`config.mk`:
```
export PLATFORM = sky130hd
export DESIGN_NAME = scb_regbank
export DESIGN_NICKNAME = d
export VERILOG_FILES = /design/src/pkg/scb_pkg.sv /design/src/rtl/scb_regbank.sv
export SDC_FILE = /design/constraint.sdc
export NUM_CORES = 1
export LEC_CHECK = 0
export BUFFER_PORTS_ARGS = -buffer_cell sky130_fd_sc_hd__buf_2
export CAP_MARGIN = 30
export CORE_UTILIZATION = 47
export CTS_CLUSTER_DIAMETER = 60
export DETAILED_ROUTE_END_ITERATION = 16
export PLACE_DENSITY_LB_ADDON = 0.15
export SLEW_MARGIN = 40
export SYNTH_ARGS = -nofsm -noshare
export SYNTH_HDL_FRONTEND = slang
export SYNTH_SLANG_ARGS = --single-unit
```
`constraint.sdc`:
```
create_clock -name core_clk -period 2.5 [get_ports core_clk]
set_clock_uncertainty 0.1 [all_clocks]
set_input_delay 0.125 -clock core_clk [delete_from_list [all_inputs] [get_ports core_clk]]
set_output_delay 0.125 -clock core_clk [all_outputs]
set_load 0.03 [all_outputs]
```
`src/pkg/scb_pkg.sv`:
```
`default_nettype none
package scb_pkg;
	// register byte offsets
	localparam logic [11:0] SCB_MAC_OFF = 12'h248;
	localparam logic [11:0] SCB_DDR_OFF = 12'h24c;
	localparam logic [11:0] SCB_DLY_OFF = 12'h250;
	localparam logic [11:0] SCB_MON_OFF = 12'h254;
	localparam logic [11:0] SCB_HST_OFF = 12'h258;
	localparam logic [11:0] SCB_DSP_OFF = 12'h25c;
	localparam logic [11:0] SCB_LVD_OFF = 12'h260;
	// writable bits of each register except MON and HST, which the regbank writes with 16'hffff
	localparam logic [15:0] SCB_MAC_WMASK = 16'h7fe0;
	localparam logic [15:0] SCB_DDR_WMASK = 16'h3fc3;
	localparam logic [15:0] SCB_DLY_WMASK = 16'hffff;
	localparam logic [15:0] SCB_DSP_WMASK = 16'hffff;
	localparam logic [15:0] SCB_LVD_WMASK = 16'hbfff;
	// reset values
	localparam logic [15:0] SCB_MAC_RST = 16'h4040;
	localparam logic [15:0] SCB_DDR_RST = 16'h0002;
	localparam logic [15:0] SCB_DLY_RST = 16'h0810;
	localparam logic [15:0] SCB_MON_RST = 16'h0607;
	localparam logic [15:0] SCB_HST_RST = 16'h8c87;
	localparam logic [15:0] SCB_DSP_RST = 16'h8000;
	localparam logic [15:0] SCB_LVD_RST = 16'h0000;
	// field positions
	localparam int SCB_MAC_FLOW_BIT = 9;
	localparam int SCB_MAC_REMAP_BIT = 5;
	localparam int SCB_DDR_ODT1_BIT = 13;
	localparam int SCB_DDR_BST1_BIT = 12;
	localparam int SCB_DDR_LP1_BIT = 11;
	localparam int SCB_DDR_ODT0_BIT = 10;
	localparam int SCB_DDR_BST0_BIT = 9;
	localparam int SCB_DDR_LP0_BIT = 8;
	localparam int SCB_DDR_POC_BIT = 7;
	localparam int SCB_DDR_SIM_BIT = 6;
	localparam int SCB_DDR_SPDIF_BIT = 1;
	localparam int SCB_DLY_RXEN_BIT = 15;
	localparam int SCB_DLY_TXEN_BIT = 14;
	localparam int SCB_DLY_RX_LSB = 7;
	localparam int SCB_DLY_TX_LSB = 0;
	localparam int SCB_MON_ST1_BIT = 15;
	localparam int SCB_MON_ST0_BIT = 14;
	localparam int SCB_MON_MOB_BIT = 13;
	localparam int SCB_HST_MUX_BIT = 15;
	localparam int SCB_HST_FREQ_LSB = 3;
	localparam int SCB_DSP_TBUS_BIT = 14;
	localparam int SCB_DSP_ADC_BIT = 13;
	localparam int SCB_DSP_REF_BIT = 12;
	localparam int SCB_DSP_DSI1_BIT = 9;
	localparam int SCB_DSP_DSI0_BIT = 6;
	localparam int SCB_DSP_EDP_BIT = 5;
	localparam int SCB_DSP_MMP_BIT = 4;
	localparam int SCB_DSP_LVDS_BIT = 3;
	localparam int SCB_DSP_IEP_BIT = 2;
	localparam int SCB_DSP_CAM_BIT = 1;
	localparam int SCB_LVD_PD_BIT = 15;
	localparam int SCB_LVD_TRACE_BIT = 13;
endpackage : scb_pkg
`default_nettype wire

```
`src/rtl/scb_regbank.sv`:
```
// What this block does
// upper half masks which lower bits update
// flow-control bit drives MAC pause/back-pressure
// per-channel termination enable bits 13,10
// per-channel burst-stop disable bits 12,9
// low-power memory mode bits 11,8
// flash voltage source selects gpio or vsel
// SIM mux bit routes pin sets
// delay-line enables bits 15,14 reset zero
// seven-bit delay values reset to 0x10
// monitor statistics enables bits 15,14
// monitor memory type bit 13
// host sideband fields drive host inputs
// host mux bit resets to one
// host remap bit 5, bits 4:0 zero
// test-bus source select bit 14
// ADC clock pin select bit 13
// reference clock pin select bit 12
// display sinks choose secondary or primary output
// image enhancer output select bit 2
// camera PHY select bit 1
// LVDS power-down bit 15 resets zero
// LVDS pins as trace bus bit 13
// mask half and reserved bits read zero
// outputs follow stored fields continuously
//
// Our own choice: the AHB-Lite register port.
`timescale 1ns/100ps
`default_nettype none
module scb_regbank (
	input wire logic core_clk,
	input wire logic nrst,
	input wire logic hsel,
	input wire logic [31:0] haddr,
	input wire logic [1:0] htrans,
	input wire logic hwrite,
	input wire logic [2:0] hsize,
	input wire logic [31:0] hwdata,
	input wire logic hready,
	output logic hreadyout,
	output logic hresp,
	output logic [31:0] hrdata,
	input wire logic flash_gpio_pin,
	output logic [15:0] mac_ctrl,
	output logic mac_flow_control,
	output logic host_remap,
	output logic ch1_termination_enable,
	output logic ch0_termination_enable,
	output logic ch1_burst_stop_disable,
	output logic ch0_burst_stop_disable,
	output logic ch1_low_power_memory_mode,
	output logic ch0_low_power_memory_mode,
	output logic flash_io_voltage_source,
	output logic flash_io_1v8,
	output logic sim_mux_select,
	output logic digital_audio_two_channel,
	output logic [15:0] pinmux_ctrl,
	output logic rx_delay_enable,
	output logic tx_delay_enable,
	output logic [6:0] rx_delay_amount,
	output logic [6:0] tx_delay_amount,
	output logic ch1_monitor_stats_on,
	output logic ch0_monitor_stats_on,
	output logic monitor_mobile_memory,
	output logic [12:0] host_sideband,
	output logic host_port_mux,
	output logic [9:0] host_freq_reset_value,
	output logic [15:0] host_clock_ctrl,
	output logic test_bus_from_csi,
	output logic adc_clock_pin_select,
	output logic video_ref_clock_pin_select,
	output logic serial_display1_source,
	output logic serial_display0_source,
	output logic edp_source,
	output logic media_port_source,
	output logic lvds_source,
	output logic enhancer_source,
	output logic camera_phy_select,
	output logic [15:0] display_ctrl,
	output logic lvds_power_down,
	output logic lvds_trace_bus,
	output logic [15:0] lvds_ctrl
);
	// ------------------------------------------------------------
	// bus slave
	// ------------------------------------------------------------
	logic wr_pend_reg;
	logic [11:0] wr_addr_reg;
	logic [15:0] mac_reg;
	logic [15:0] ddr_reg;
	logic [15:0] dly_reg;
	logic [15:0] mon_reg;
	logic [15:0] hst_reg;
	logic [15:0] dsp_reg;
	logic [15:0] lvd_reg;
	logic [1:0] gpio_sync_reg;
	logic [15:0] mac_next;
	logic [15:0] ddr_next;
	logic [15:0] dly_next;
	logic [15:0] mon_next;
	logic [15:0] hst_next;
	logic [15:0] dsp_next;
	logic [15:0] lvd_next;
	logic addr_ok;
	logic [31:0] rd_word;
	logic flash_v_next;

	// masked merge: lower bit n updates only if bit n+16 is set
	// reserved bits carry a zero mask, so software can never set them
	function automatic logic [15:0] scb_merge(input logic [15:0] old, input logic [31:0] wd,
		input logic [15:0] wmask);
		scb_merge = (old & ~(wd[31:16] & wmask)) | (wd[15:0] & wd[31:16] & wmask);
	endfunction : scb_merge

	// any aligned word outside the map reads zero, writes drop
	// upper address bits are not decoded, so the bank repeats every 4 KB
	function automatic logic scb_mapped(input logic [11:0] a);
		scb_mapped = (a >= scb_pkg::SCB_MAC_OFF) && (a <= scb_pkg::SCB_LVD_OFF) && (a[1:0] == 2'b00);
	endfunction : scb_mapped

	// zero wait states: ready from the first edge after reset
	always_ff @(posedge core_clk or negedge nrst) begin
		if (!nrst) begin
			hreadyout <= 1'b0;
		end else begin
			hreadyout <= 1'b1;
		end
	end

	// no error case exists, so the response is always OKAY
	always_ff @(posedge core_clk or negedge nrst) begin
		if (!nrst) begin
			hresp <= 1'b0;
		end else begin
			hresp <= 1'b0;
		end
	end

	// capture write address phase
	// htrans bit 1 covers NONSEQ and SEQ; IDLE and BUSY are ignored
	always_ff @(posedge core_clk or negedge nrst) begin
		if (!nrst) begin
			wr_pend_reg <= 1'b0;
			wr_addr_reg <= 12'h000;
		end else if (hready) begin
			wr_pend_reg <= hsel && htrans[1] && hwrite;
			wr_addr_reg <= haddr[11:0];
		end
	end

	// read data: upper half and reserved bits are zero
	// reads the next values, so a read right behind a write sees the new word
	always_comb begin
		addr_ok = scb_mapped(haddr[11:0]);
		rd_word = 32'h0000_0000;
		if (addr_ok) begin
			case (haddr[11:0])
				scb_pkg::SCB_MAC_OFF: rd_word = {16'h0000, mac_next};
				scb_pkg::SCB_DDR_OFF: rd_word = {16'h0000, ddr_next};
				scb_pkg::SCB_DLY_OFF: rd_word = {16'h0000, dly_next};
				scb_pkg::SCB_MON_OFF: rd_word = {16'h0000, mon_next};
				scb_pkg::SCB_HST_OFF: rd_word = {16'h0000, hst_next};
				scb_pkg::SCB_DSP_OFF: rd_word = {16'h0000, dsp_next};
				scb_pkg::SCB_LVD_OFF: rd_word = {16'h0000, lvd_next};
				default: rd_word = 32'h0000_0000;
			endcase
		end
	end

	// read data registered at address phase, stands through data phase
	// it then holds until the next read, so a late sampler still sees it
	always_ff @(posedge core_clk or negedge nrst) begin
		if (!nrst) begin
			hrdata <= 32'h0000_0000;
		end else if (hready && hsel && htrans[1] && !hwrite) begin
			hrdata <= rd_word;
		end
	end

	// ------------------------------------------------------------
	// register storage
	// ------------------------------------------------------------
	// next values; reserved bits masked off so they stay zero
	// one write per data phase, so at most one register changes per cycle
	always_comb begin
		mac_next = mac_reg;
		ddr_next = ddr_reg;
		dly_next = dly_reg;
		mon_next = mon_reg;
		hst_next = hst_reg;
		dsp_next = dsp_reg;
		lvd_next = lvd_reg;
		if (wr_pend_reg) begin
			case (wr_addr_reg)
				scb_pkg::SCB_MAC_OFF: mac_next = scb_merge(mac_reg, hwdata, scb_pkg::SCB_MAC_WMASK);
				scb_pkg::SCB_DDR_OFF: ddr_next = scb_merge(ddr_reg, hwdata, scb_pkg::SCB_DDR_WMASK);
				scb_pkg::SCB_DLY_OFF: dly_next = scb_merge(dly_reg, hwdata, scb_pkg::SCB_DLY_WMASK);
				scb_pkg::SCB_MON_OFF: mon_next = scb_merge(mon_reg, hwdata, 16'hffff);
				scb_pkg::SCB_HST_OFF: hst_next = scb_merge(hst_reg, hwdata, 16'hffff);
				scb_pkg::SCB_DSP_OFF: dsp_next = scb_merge(dsp_reg, hwdata, scb_pkg::SCB_DSP_WMASK);
				scb_pkg::SCB_LVD_OFF: lvd_next = scb_merge(lvd_reg, hwdata, scb_pkg::SCB_LVD_WMASK);
				default: mac_next = mac_reg;
			endcase
		end
	end

	// stored values; new value visible at the edge that ends the data phase
	// async reset loads the power-on values of every field
	always_ff @(posedge core_clk or negedge nrst) begin
		if (!nrst) begin
			mac_reg <= scb_pkg::SCB_MAC_RST;
			ddr_reg <= scb_pkg::SCB_DDR_RST;
			dly_reg <= scb_pkg::SCB_DLY_RST;
			mon_reg <= scb_pkg::SCB_MON_RST;
			hst_reg <= scb_pkg::SCB_HST_RST;
			dsp_reg <= scb_pkg::SCB_DSP_RST;
			lvd_reg <= scb_pkg::SCB_LVD_RST;
		end else begin
			mac_reg <= mac_next;
			ddr_reg <= ddr_next;
			dly_reg <= dly_next;
			mon_reg <= mon_next;
			hst_reg <= hst_next;
			dsp_reg <= dsp_next;
			lvd_reg <= lvd_next;
		end
	end

	// pin synchroniser; stage 0 only feeds stage 1
	// the pin is asynchronous, so only the second stage is read by logic
	always_ff @(posedge core_clk or negedge nrst) begin
		if (!nrst) begin
			gpio_sync_reg <= 2'b00;
		end else begin
			gpio_sync_reg <= {gpio_sync_reg[0], flash_gpio_pin};
		end
	end

	// ------------------------------------------------------------
	// outputs, registered from next values so they track the store
	// ------------------------------------------------------------
	// flash domain: gpio level or vsel bit 2 of the mac register
	always_comb begin
		if (ddr_next[scb_pkg::SCB_DDR_POC_BIT]) begin
			flash_v_next = mac_next[2];
		end else begin
			flash_v_next = gpio_sync_reg[1];
		end
	end

	// mac control outputs; the flow bit is a level, the mac itself sends pause frames
	always_ff @(posedge core_clk or negedge nrst) begin
		if (!nrst) begin
			mac_ctrl <= scb_pkg::SCB_MAC_RST;
			mac_flow_control <= scb_pkg::SCB_MAC_RST[scb_pkg::SCB_MAC_FLOW_BIT];
			host_remap <= scb_pkg::SCB_MAC_RST[scb_pkg::SCB_MAC_REMAP_BIT];
		end else begin
			mac_ctrl <= mac_next;
			mac_flow_control <= mac_next[scb_pkg::SCB_MAC_FLOW_BIT];
			host_remap <= mac_next[scb_pkg::SCB_MAC_REMAP_BIT];
		end
	end

	// ddr mode and pinmux outputs
	always_ff @(posedge core_clk or negedge nrst) begin
		if (!nrst) begin
			ch1_termination_enable <= 1'b0;
			ch0_termination_enable <= 1'b0;
			ch1_burst_stop_disable <= 1'b0;
			ch0_burst_stop_disable <= 1'b0;
			ch1_low_power_memory_mode <= 1'b0;
			ch0_low_power_memory_mode <= 1'b0;
			flash_io_voltage_source <= 1'b0;
			flash_io_1v8 <= 1'b0;
			sim_mux_select <= 1'b0;
			digital_audio_two_channel <= scb_pkg::SCB_DDR_RST[scb_pkg::SCB_DDR_SPDIF_BIT];
			pinmux_ctrl <= scb_pkg::SCB_DDR_RST;
		end else begin
			ch1_termination_enable <= ddr_next[scb_pkg::SCB_DDR_ODT1_BIT];
			ch0_termination_enable <= ddr_next[scb_pkg::SCB_DDR_ODT0_BIT];
			ch1_burst_stop_disable <= ddr_next[scb_pkg::SCB_DDR_BST1_BIT];
			ch0_burst_stop_disable <= ddr_next[scb_pkg::SCB_DDR_BST0_BIT];
			ch1_low_power_memory_mode <= ddr_next[scb_pkg::SCB_DDR_LP1_BIT];
			ch0_low_power_memory_mode <= ddr_next[scb_pkg::SCB_DDR_LP0_BIT];
			flash_io_voltage_source <= ddr_next[scb_pkg::SCB_DDR_POC_BIT];
			flash_io_1v8 <= flash_v_next;
			sim_mux_select <= ddr_next[scb_pkg::SCB_DDR_SIM_BIT];
			digital_audio_two_channel <= ddr_next[scb_pkg::SCB_DDR_SPDIF_BIT];
			pinmux_ctrl <= ddr_next;
		end
	end

	// delay-line outputs; lines start disabled with an amount of 0x10
	always_ff @(posedge core_clk or negedge nrst) begin
		if (!nrst) begin
			rx_delay_enable <= scb_pkg::SCB_DLY_RST[scb_pkg::SCB_DLY_RXEN_BIT];
			tx_delay_enable <= scb_pkg::SCB_DLY_RST[scb_pkg::SCB_DLY_TXEN_BIT];
			rx_delay_amount <= scb_pkg::SCB_DLY_RST[scb_pkg::SCB_DLY_RX_LSB +: 7];
			tx_delay_amount <= scb_pkg::SCB_DLY_RST[scb_pkg::SCB_DLY_TX_LSB +: 7];
		end else begin
			rx_delay_enable <= dly_next[scb_pkg::SCB_DLY_RXEN_BIT];
			tx_delay_enable <= dly_next[scb_pkg::SCB_DLY_TXEN_BIT];
			rx_delay_amount <= dly_next[scb_pkg::SCB_DLY_RX_LSB +: 7];
			tx_delay_amount <= dly_next[scb_pkg::SCB_DLY_TX_LSB +: 7];
		end
	end

	// ddr monitor and host sideband outputs
	always_ff @(posedge core_clk or negedge nrst) begin
		if (!nrst) begin
			ch1_monitor_stats_on <= scb_pkg::SCB_MON_RST[scb_pkg::SCB_MON_ST1_BIT];
			ch0_monitor_stats_on <= scb_pkg::SCB_MON_RST[scb_pkg::SCB_MON_ST0_BIT];
			monitor_mobile_memory <= scb_pkg::SCB_MON_RST[scb_pkg::SCB_MON_MOB_BIT];
			host_sideband <= scb_pkg::SCB_MON_RST[12:0];
		end else begin
			ch1_monitor_stats_on <= mon_next[scb_pkg::SCB_MON_ST1_BIT];
			ch0_monitor_stats_on <= mon_next[scb_pkg::SCB_MON_ST0_BIT];
			monitor_mobile_memory <= mon_next[scb_pkg::SCB_MON_MOB_BIT];
			host_sideband <= mon_next[12:0];
		end
	end

	// host port outputs; the mux resets to 8-bit in, 16-bit out
	always_ff @(posedge core_clk or negedge nrst) begin
		if (!nrst) begin
			host_port_mux <= scb_pkg::SCB_HST_RST[scb_pkg::SCB_HST_MUX_BIT];
			host_freq_reset_value <= scb_pkg::SCB_HST_RST[scb_pkg::SCB_HST_FREQ_LSB +: 10];
			host_clock_ctrl <= scb_pkg::SCB_HST_RST;
		end else begin
			host_port_mux <= hst_next[scb_pkg::SCB_HST_MUX_BIT];
			host_freq_reset_value <= hst_next[scb_pkg::SCB_HST_FREQ_LSB +: 10];
			host_clock_ctrl <= hst_next;
		end
	end

	// display routing outputs
	always_ff @(posedge core_clk or negedge nrst) begin
		if (!nrst) begin
			test_bus_from_csi <= 1'b0;
			adc_clock_pin_select <= 1'b0;
			video_ref_clock_pin_select <= 1'b0;
			serial_display1_source <= 1'b0;
			serial_display0_source <= 1'b0;
			edp_source <= 1'b0;
			media_port_source <= 1'b0;
			lvds_source <= 1'b0;
			enhancer_source <= 1'b0;
			camera_phy_select <= 1'b0;
			display_ctrl <= scb_pkg::SCB_DSP_RST;
		end else begin
			test_bus_from_csi <= dsp_next[scb_pkg::SCB_DSP_TBUS_BIT];
			adc_clock_pin_select <= dsp_next[scb_pkg::SCB_DSP_ADC_BIT];
			video_ref_clock_pin_select <= dsp_next[scb_pkg::SCB_DSP_REF_BIT];
			serial_display1_source <= dsp_next[scb_pkg::SCB_DSP_DSI1_BIT];
			serial_display0_source <= dsp_next[scb_pkg::SCB_DSP_DSI0_BIT];
			edp_source <= dsp_next[scb_pkg::SCB_DSP_EDP_BIT];
			media_port_source <= dsp_next[scb_pkg::SCB_DSP_MMP_BIT];
			lvds_source <= dsp_next[scb_pkg::SCB_DSP_LVDS_BIT];
			enhancer_source <= dsp_next[scb_pkg::SCB_DSP_IEP_BIT];
			camera_phy_select <= dsp_next[scb_pkg::SCB_DSP_CAM_BIT];
			display_ctrl <= dsp_next;
		end
	end

	// lvds phy outputs; power-down resets low so the phy comes up powered
	always_ff @(posedge core_clk or negedge nrst) begin
		if (!nrst) begin
			lvds_power_down <= scb_pkg::SCB_LVD_RST[scb_pkg::SCB_LVD_PD_BIT];
			lvds_trace_bus <= scb_pkg::SCB_LVD_RST[scb_pkg::SCB_LVD_TRACE_BIT];
			lvds_ctrl <= scb_pkg::SCB_LVD_RST;
		end else begin
			lvds_power_down <= lvd_next[scb_pkg::SCB_LVD_PD_BIT];
			lvds_trace_bus <= lvd_next[scb_pkg::SCB_LVD_TRACE_BIT];
			lvds_ctrl <= lvd_next;
		end
	end
endmodule : scb_regbank
`default_nettype wire

```
==> flow_summary.yaml <==
status:
  status: "finished clean"
setup_path:
  cpMaxStageDelayCell: "dlygate4sd3_1"
  r2r-start: "wr_addr_reg[8]"
  arrival_ns: 2.69
  r2r-end: "hrdata[6]"
  r2r_setup_slack_ns: 0.10
  worst-path-buf-inv: 4
  crit_family: "simple AND/OR/NAND/NOR gates"
  r2r_cells: 7
  cp_data_required_time_ns: 2.73
  critical-path-max-stage-delay_ns: 0.52
  critPathCaptureType: "register"
  crit_chain: "dlygate4sd3_1, buf_2, or4_1, buf_4, nor2_2, buf_12, nand2_1, nor2b_1, a221oi_2, a22oi_1"
  crit_type: "input port to register"
  cp-start-kind: "input port"
  crit_path_max_fanout: 24
global_route:
  grt_max_degree: 56
  grt_pass1_vias: 6891
  antenna_found_initial: 1
  grt_pass1_wl_um: 39270
  grt.total_usage: 0.2971
  gr-total-overflow: 0
sta:
  max_slew.worst_pin.slew_ns: 0.6780
  rsz0062_at_grt: "true"
  finalMaxSlewViolations: 0
  fin_crit_sh: 0.9842
  slew_headroom: 0.5463
  fmaxAchievable_mhz: 406.4
  fin_setup_tns_ns: 0
  hold_ws_ns: 0.04516
  setup_violations: 0
  hold_viol: 0
  period_needed_ns: 2.461
place:
  globalplace.congestion: 0.9235
  portBuffers: 201
  place_hpwl_um: 18400
  numPlacedInstances: 1185
floorplan:
  start_util: 0.4882
  fp-row-count: 46
  fp.dieH_um: 131.1
  die-area_mm2: 0.01720
  die_x_um: 131.1
  io-pin-count: 256
  core_mm2: 0.01606
synthesis:
  synth_top_area_frac: 0.3639
  synth-edff-count: 0
  synth_top_family_by_area: "simple AND/OR/NAND/NOR gates"
  ys_types: 62
  yosys.area_share.simple: 0.2327
  ys_seq_elements: 132
  synth.area.mux_share: 0.1741
  yosys.area_share.adder: 0
  synthArstFlopShare: 1.000
  seq_area_frac_synth: 0.4243
  synth_top_cell_by_area: "dfrtp_1"
  synthCells: 770
  synthXorXnorAreaFrac: 0
  yosys_warnings: 0
  syn-cell-area_mm2: 0.007839
  ys.flop_type: "dfrtp_1"
  synth_compound_area_frac: 0.07039
  ys_top_cells_by_area: "dfrtp_1 (36%), mux2_2 (12%), buf_4 (6.3%), dfstp_2 (6.0%), nand2_1 (4.9%)"
  avgSynthCellArea_um2: 10.18
detailed_routing:
  viasPerCell: 5.851
  vias: 7337
  drt_iter0_markers: 669
  drt_wl_total_um: 25860
  drc_errors: 0
  wl_per_cell_um: 20.62
  first_pass_iters: 5
  ant_nets: 0
cts:
  insertion_delay_ns: 0.42
  root_buffer: "clkbuf_16"
  h-tree-depth: 4
  cts_inserted_buffers: 17
  cts_buffer_depth: 2
  cts_sinks: 132
  path_clk_slew_ns: 0.06
  cts_tree: "done"
power_and_ir_drop:
  peakVddDrop_mv: 0.4183
  p_per_area_mw_per_mm2: 526.3
  leakage_nw: 5.172
layout:
  fin_nets: 1100
  finalNonFillerCells: 1254
  diodes: 0
  largestRegisters: "display_ctrl: 16 flops, host_clock_ctrl: 16 flops, hrdata: 16 flops"
  drive_gt1_frac: 0.4576
  area_growth_pct: 32.50
job:
  max-cap-violations: 0
hold_path:
  hp-class: "input port to register"
  min_path_cells: 4
  whs_endpoint: "mac_ctrl[5]"
  worst_hold_startpoint: "hwdata[21]"
-- layer usage --
layer	share of wire	global-route usage
met1	0.44	0.4129
met2	0.46	0.4634
met3	0.076	0.05903
met4	0.021	0.09673
met5	0.00050	0
-- cell usage in the layout, fill, tap and decap left out, drive strengths merged, types with 3 or more instances in the layout --
cell,n
a2111oi,3
a21oi,3
a221oi,15
a22oi,6
a311oi,4
and2,12
and3,11
and4b,13
buf,289
bufinv,4
clkbuf,24
clkinv,3
conb,31
dfrtp,114
dfstp,18
dlygate4sd3,35
inv,10
mux2,96
mux2i,28
nand2,102
nand3,39
nand4,56
nor2,18
nor2b,9
nor3b,5
nor4,18
nor4b,7
nor4bb,3
o2111ai,4
o211ai,7
o21ai,22
or3b,3
or4,3
-- what timing repair did --
item | 4_1_cts | 5_1_grt
hold endpoints to repair | 159 | 0
setup buffers | 2 | 0
pin swaps | 2 | 6
endpoints found under the setup margin | 12 | 17
gates resized for setup | 4 | 36
hold buffers | 35 | 0
-- final cells by class --
type                    count  area (um^2)
inverters                  10        37.54
fillers                  1320         5672
clock inverters             8        146.4
repair buffers            324         2068
multi-input cells         540         4040
clock buffers              24        491.7
well taps                 216        270.3
flip-flops and latches    132         3332
-- worst max path at each step --
stage | end | slack [ns] | from | depth (start not counted)
after floorplan | hrdata[6] | 0.07 | wr_addr_reg[2] | 7
after global placement | hrdata[2] | -0.11 | wr_addr_reg[1] | 8
after detailed placement | hrdata[2] | -0.15 | wr_addr_reg[1] | 8
after CTS | hrdata[6] | 0.03 | wr_addr_reg[10] | 8
after global routing | hrdata[15] | -0.02 | wr_addr_reg[8] | 8
final | hrdata[5] | 0.04 | haddr[10] | 10
-- synthesized netlist by cell type, drive strengths merged (5+ instances only) --
| library cell | number |
|---|---|
| buf | 90 |
| mux2i | 28 |
| nor4 | 18 |
| dfstp | 18 |
| nand2 | 102 |
| o21ai | 22 |
| nor4b | 7 |
| clkbuf | 27 |
| inv | 10 |
| nor3b | 5 |
| o211ai | 7 |
| nand4 | 56 |
| nor2b | 9 |
| and3 | 11 |
| and4b | 13 |
| a221oi | 15 |
| nand3 | 39 |
| a22oi | 6 |
| nor2 | 18 |
| and2 | 12 |
| mux2 | 96 |
| dfrtp | 114 |
-- per-stage QoR --
step	instance area, um^2	setup WS (ns)	total power [mW]	utilization
2_1_floorplan	7948	0.06907	2.502	-
3_3_place_gp	9208	-0.1104	2.702	0.5734
3_5_place_dp	9215	-0.1519	2.704	0.5739
4_1_cts	10240	0.02503	5.474	0.6377
5_1_grt	10390	-0.01772	5.621	0.6468
6_report	10390	0.03941	5.466	0.6468
-- tightest hold or removal path, cell delays in order --
cell	delay (ns)
buf_2	0.13
nand4_1	0.13
mux2i_1	0.11
inv_1	0.06
-- power breakdown --
| group | internal (mW) | total [mW] | switching, mW |
|---|---|---|---|
| registers | 2.17 | 2.21 | 0.0430 |
| logic | 0.195 | 0.527 | 0.332 |
| clock network | 1.77 | 2.73 | 0.956 |
-- cells by family (layout without fill, tap and decap cells) --
group | after synthesis | in the layout
AO/OA/AOI/OAI | 75 | 75
buffers and inverters | 127 | 366
flip-flops | 132 | 132
multiplexers | 124 | 124
other | 2 | 31
AND/OR/NAND/NOR | 310 | 310
(Power assumes the default switching activity.)
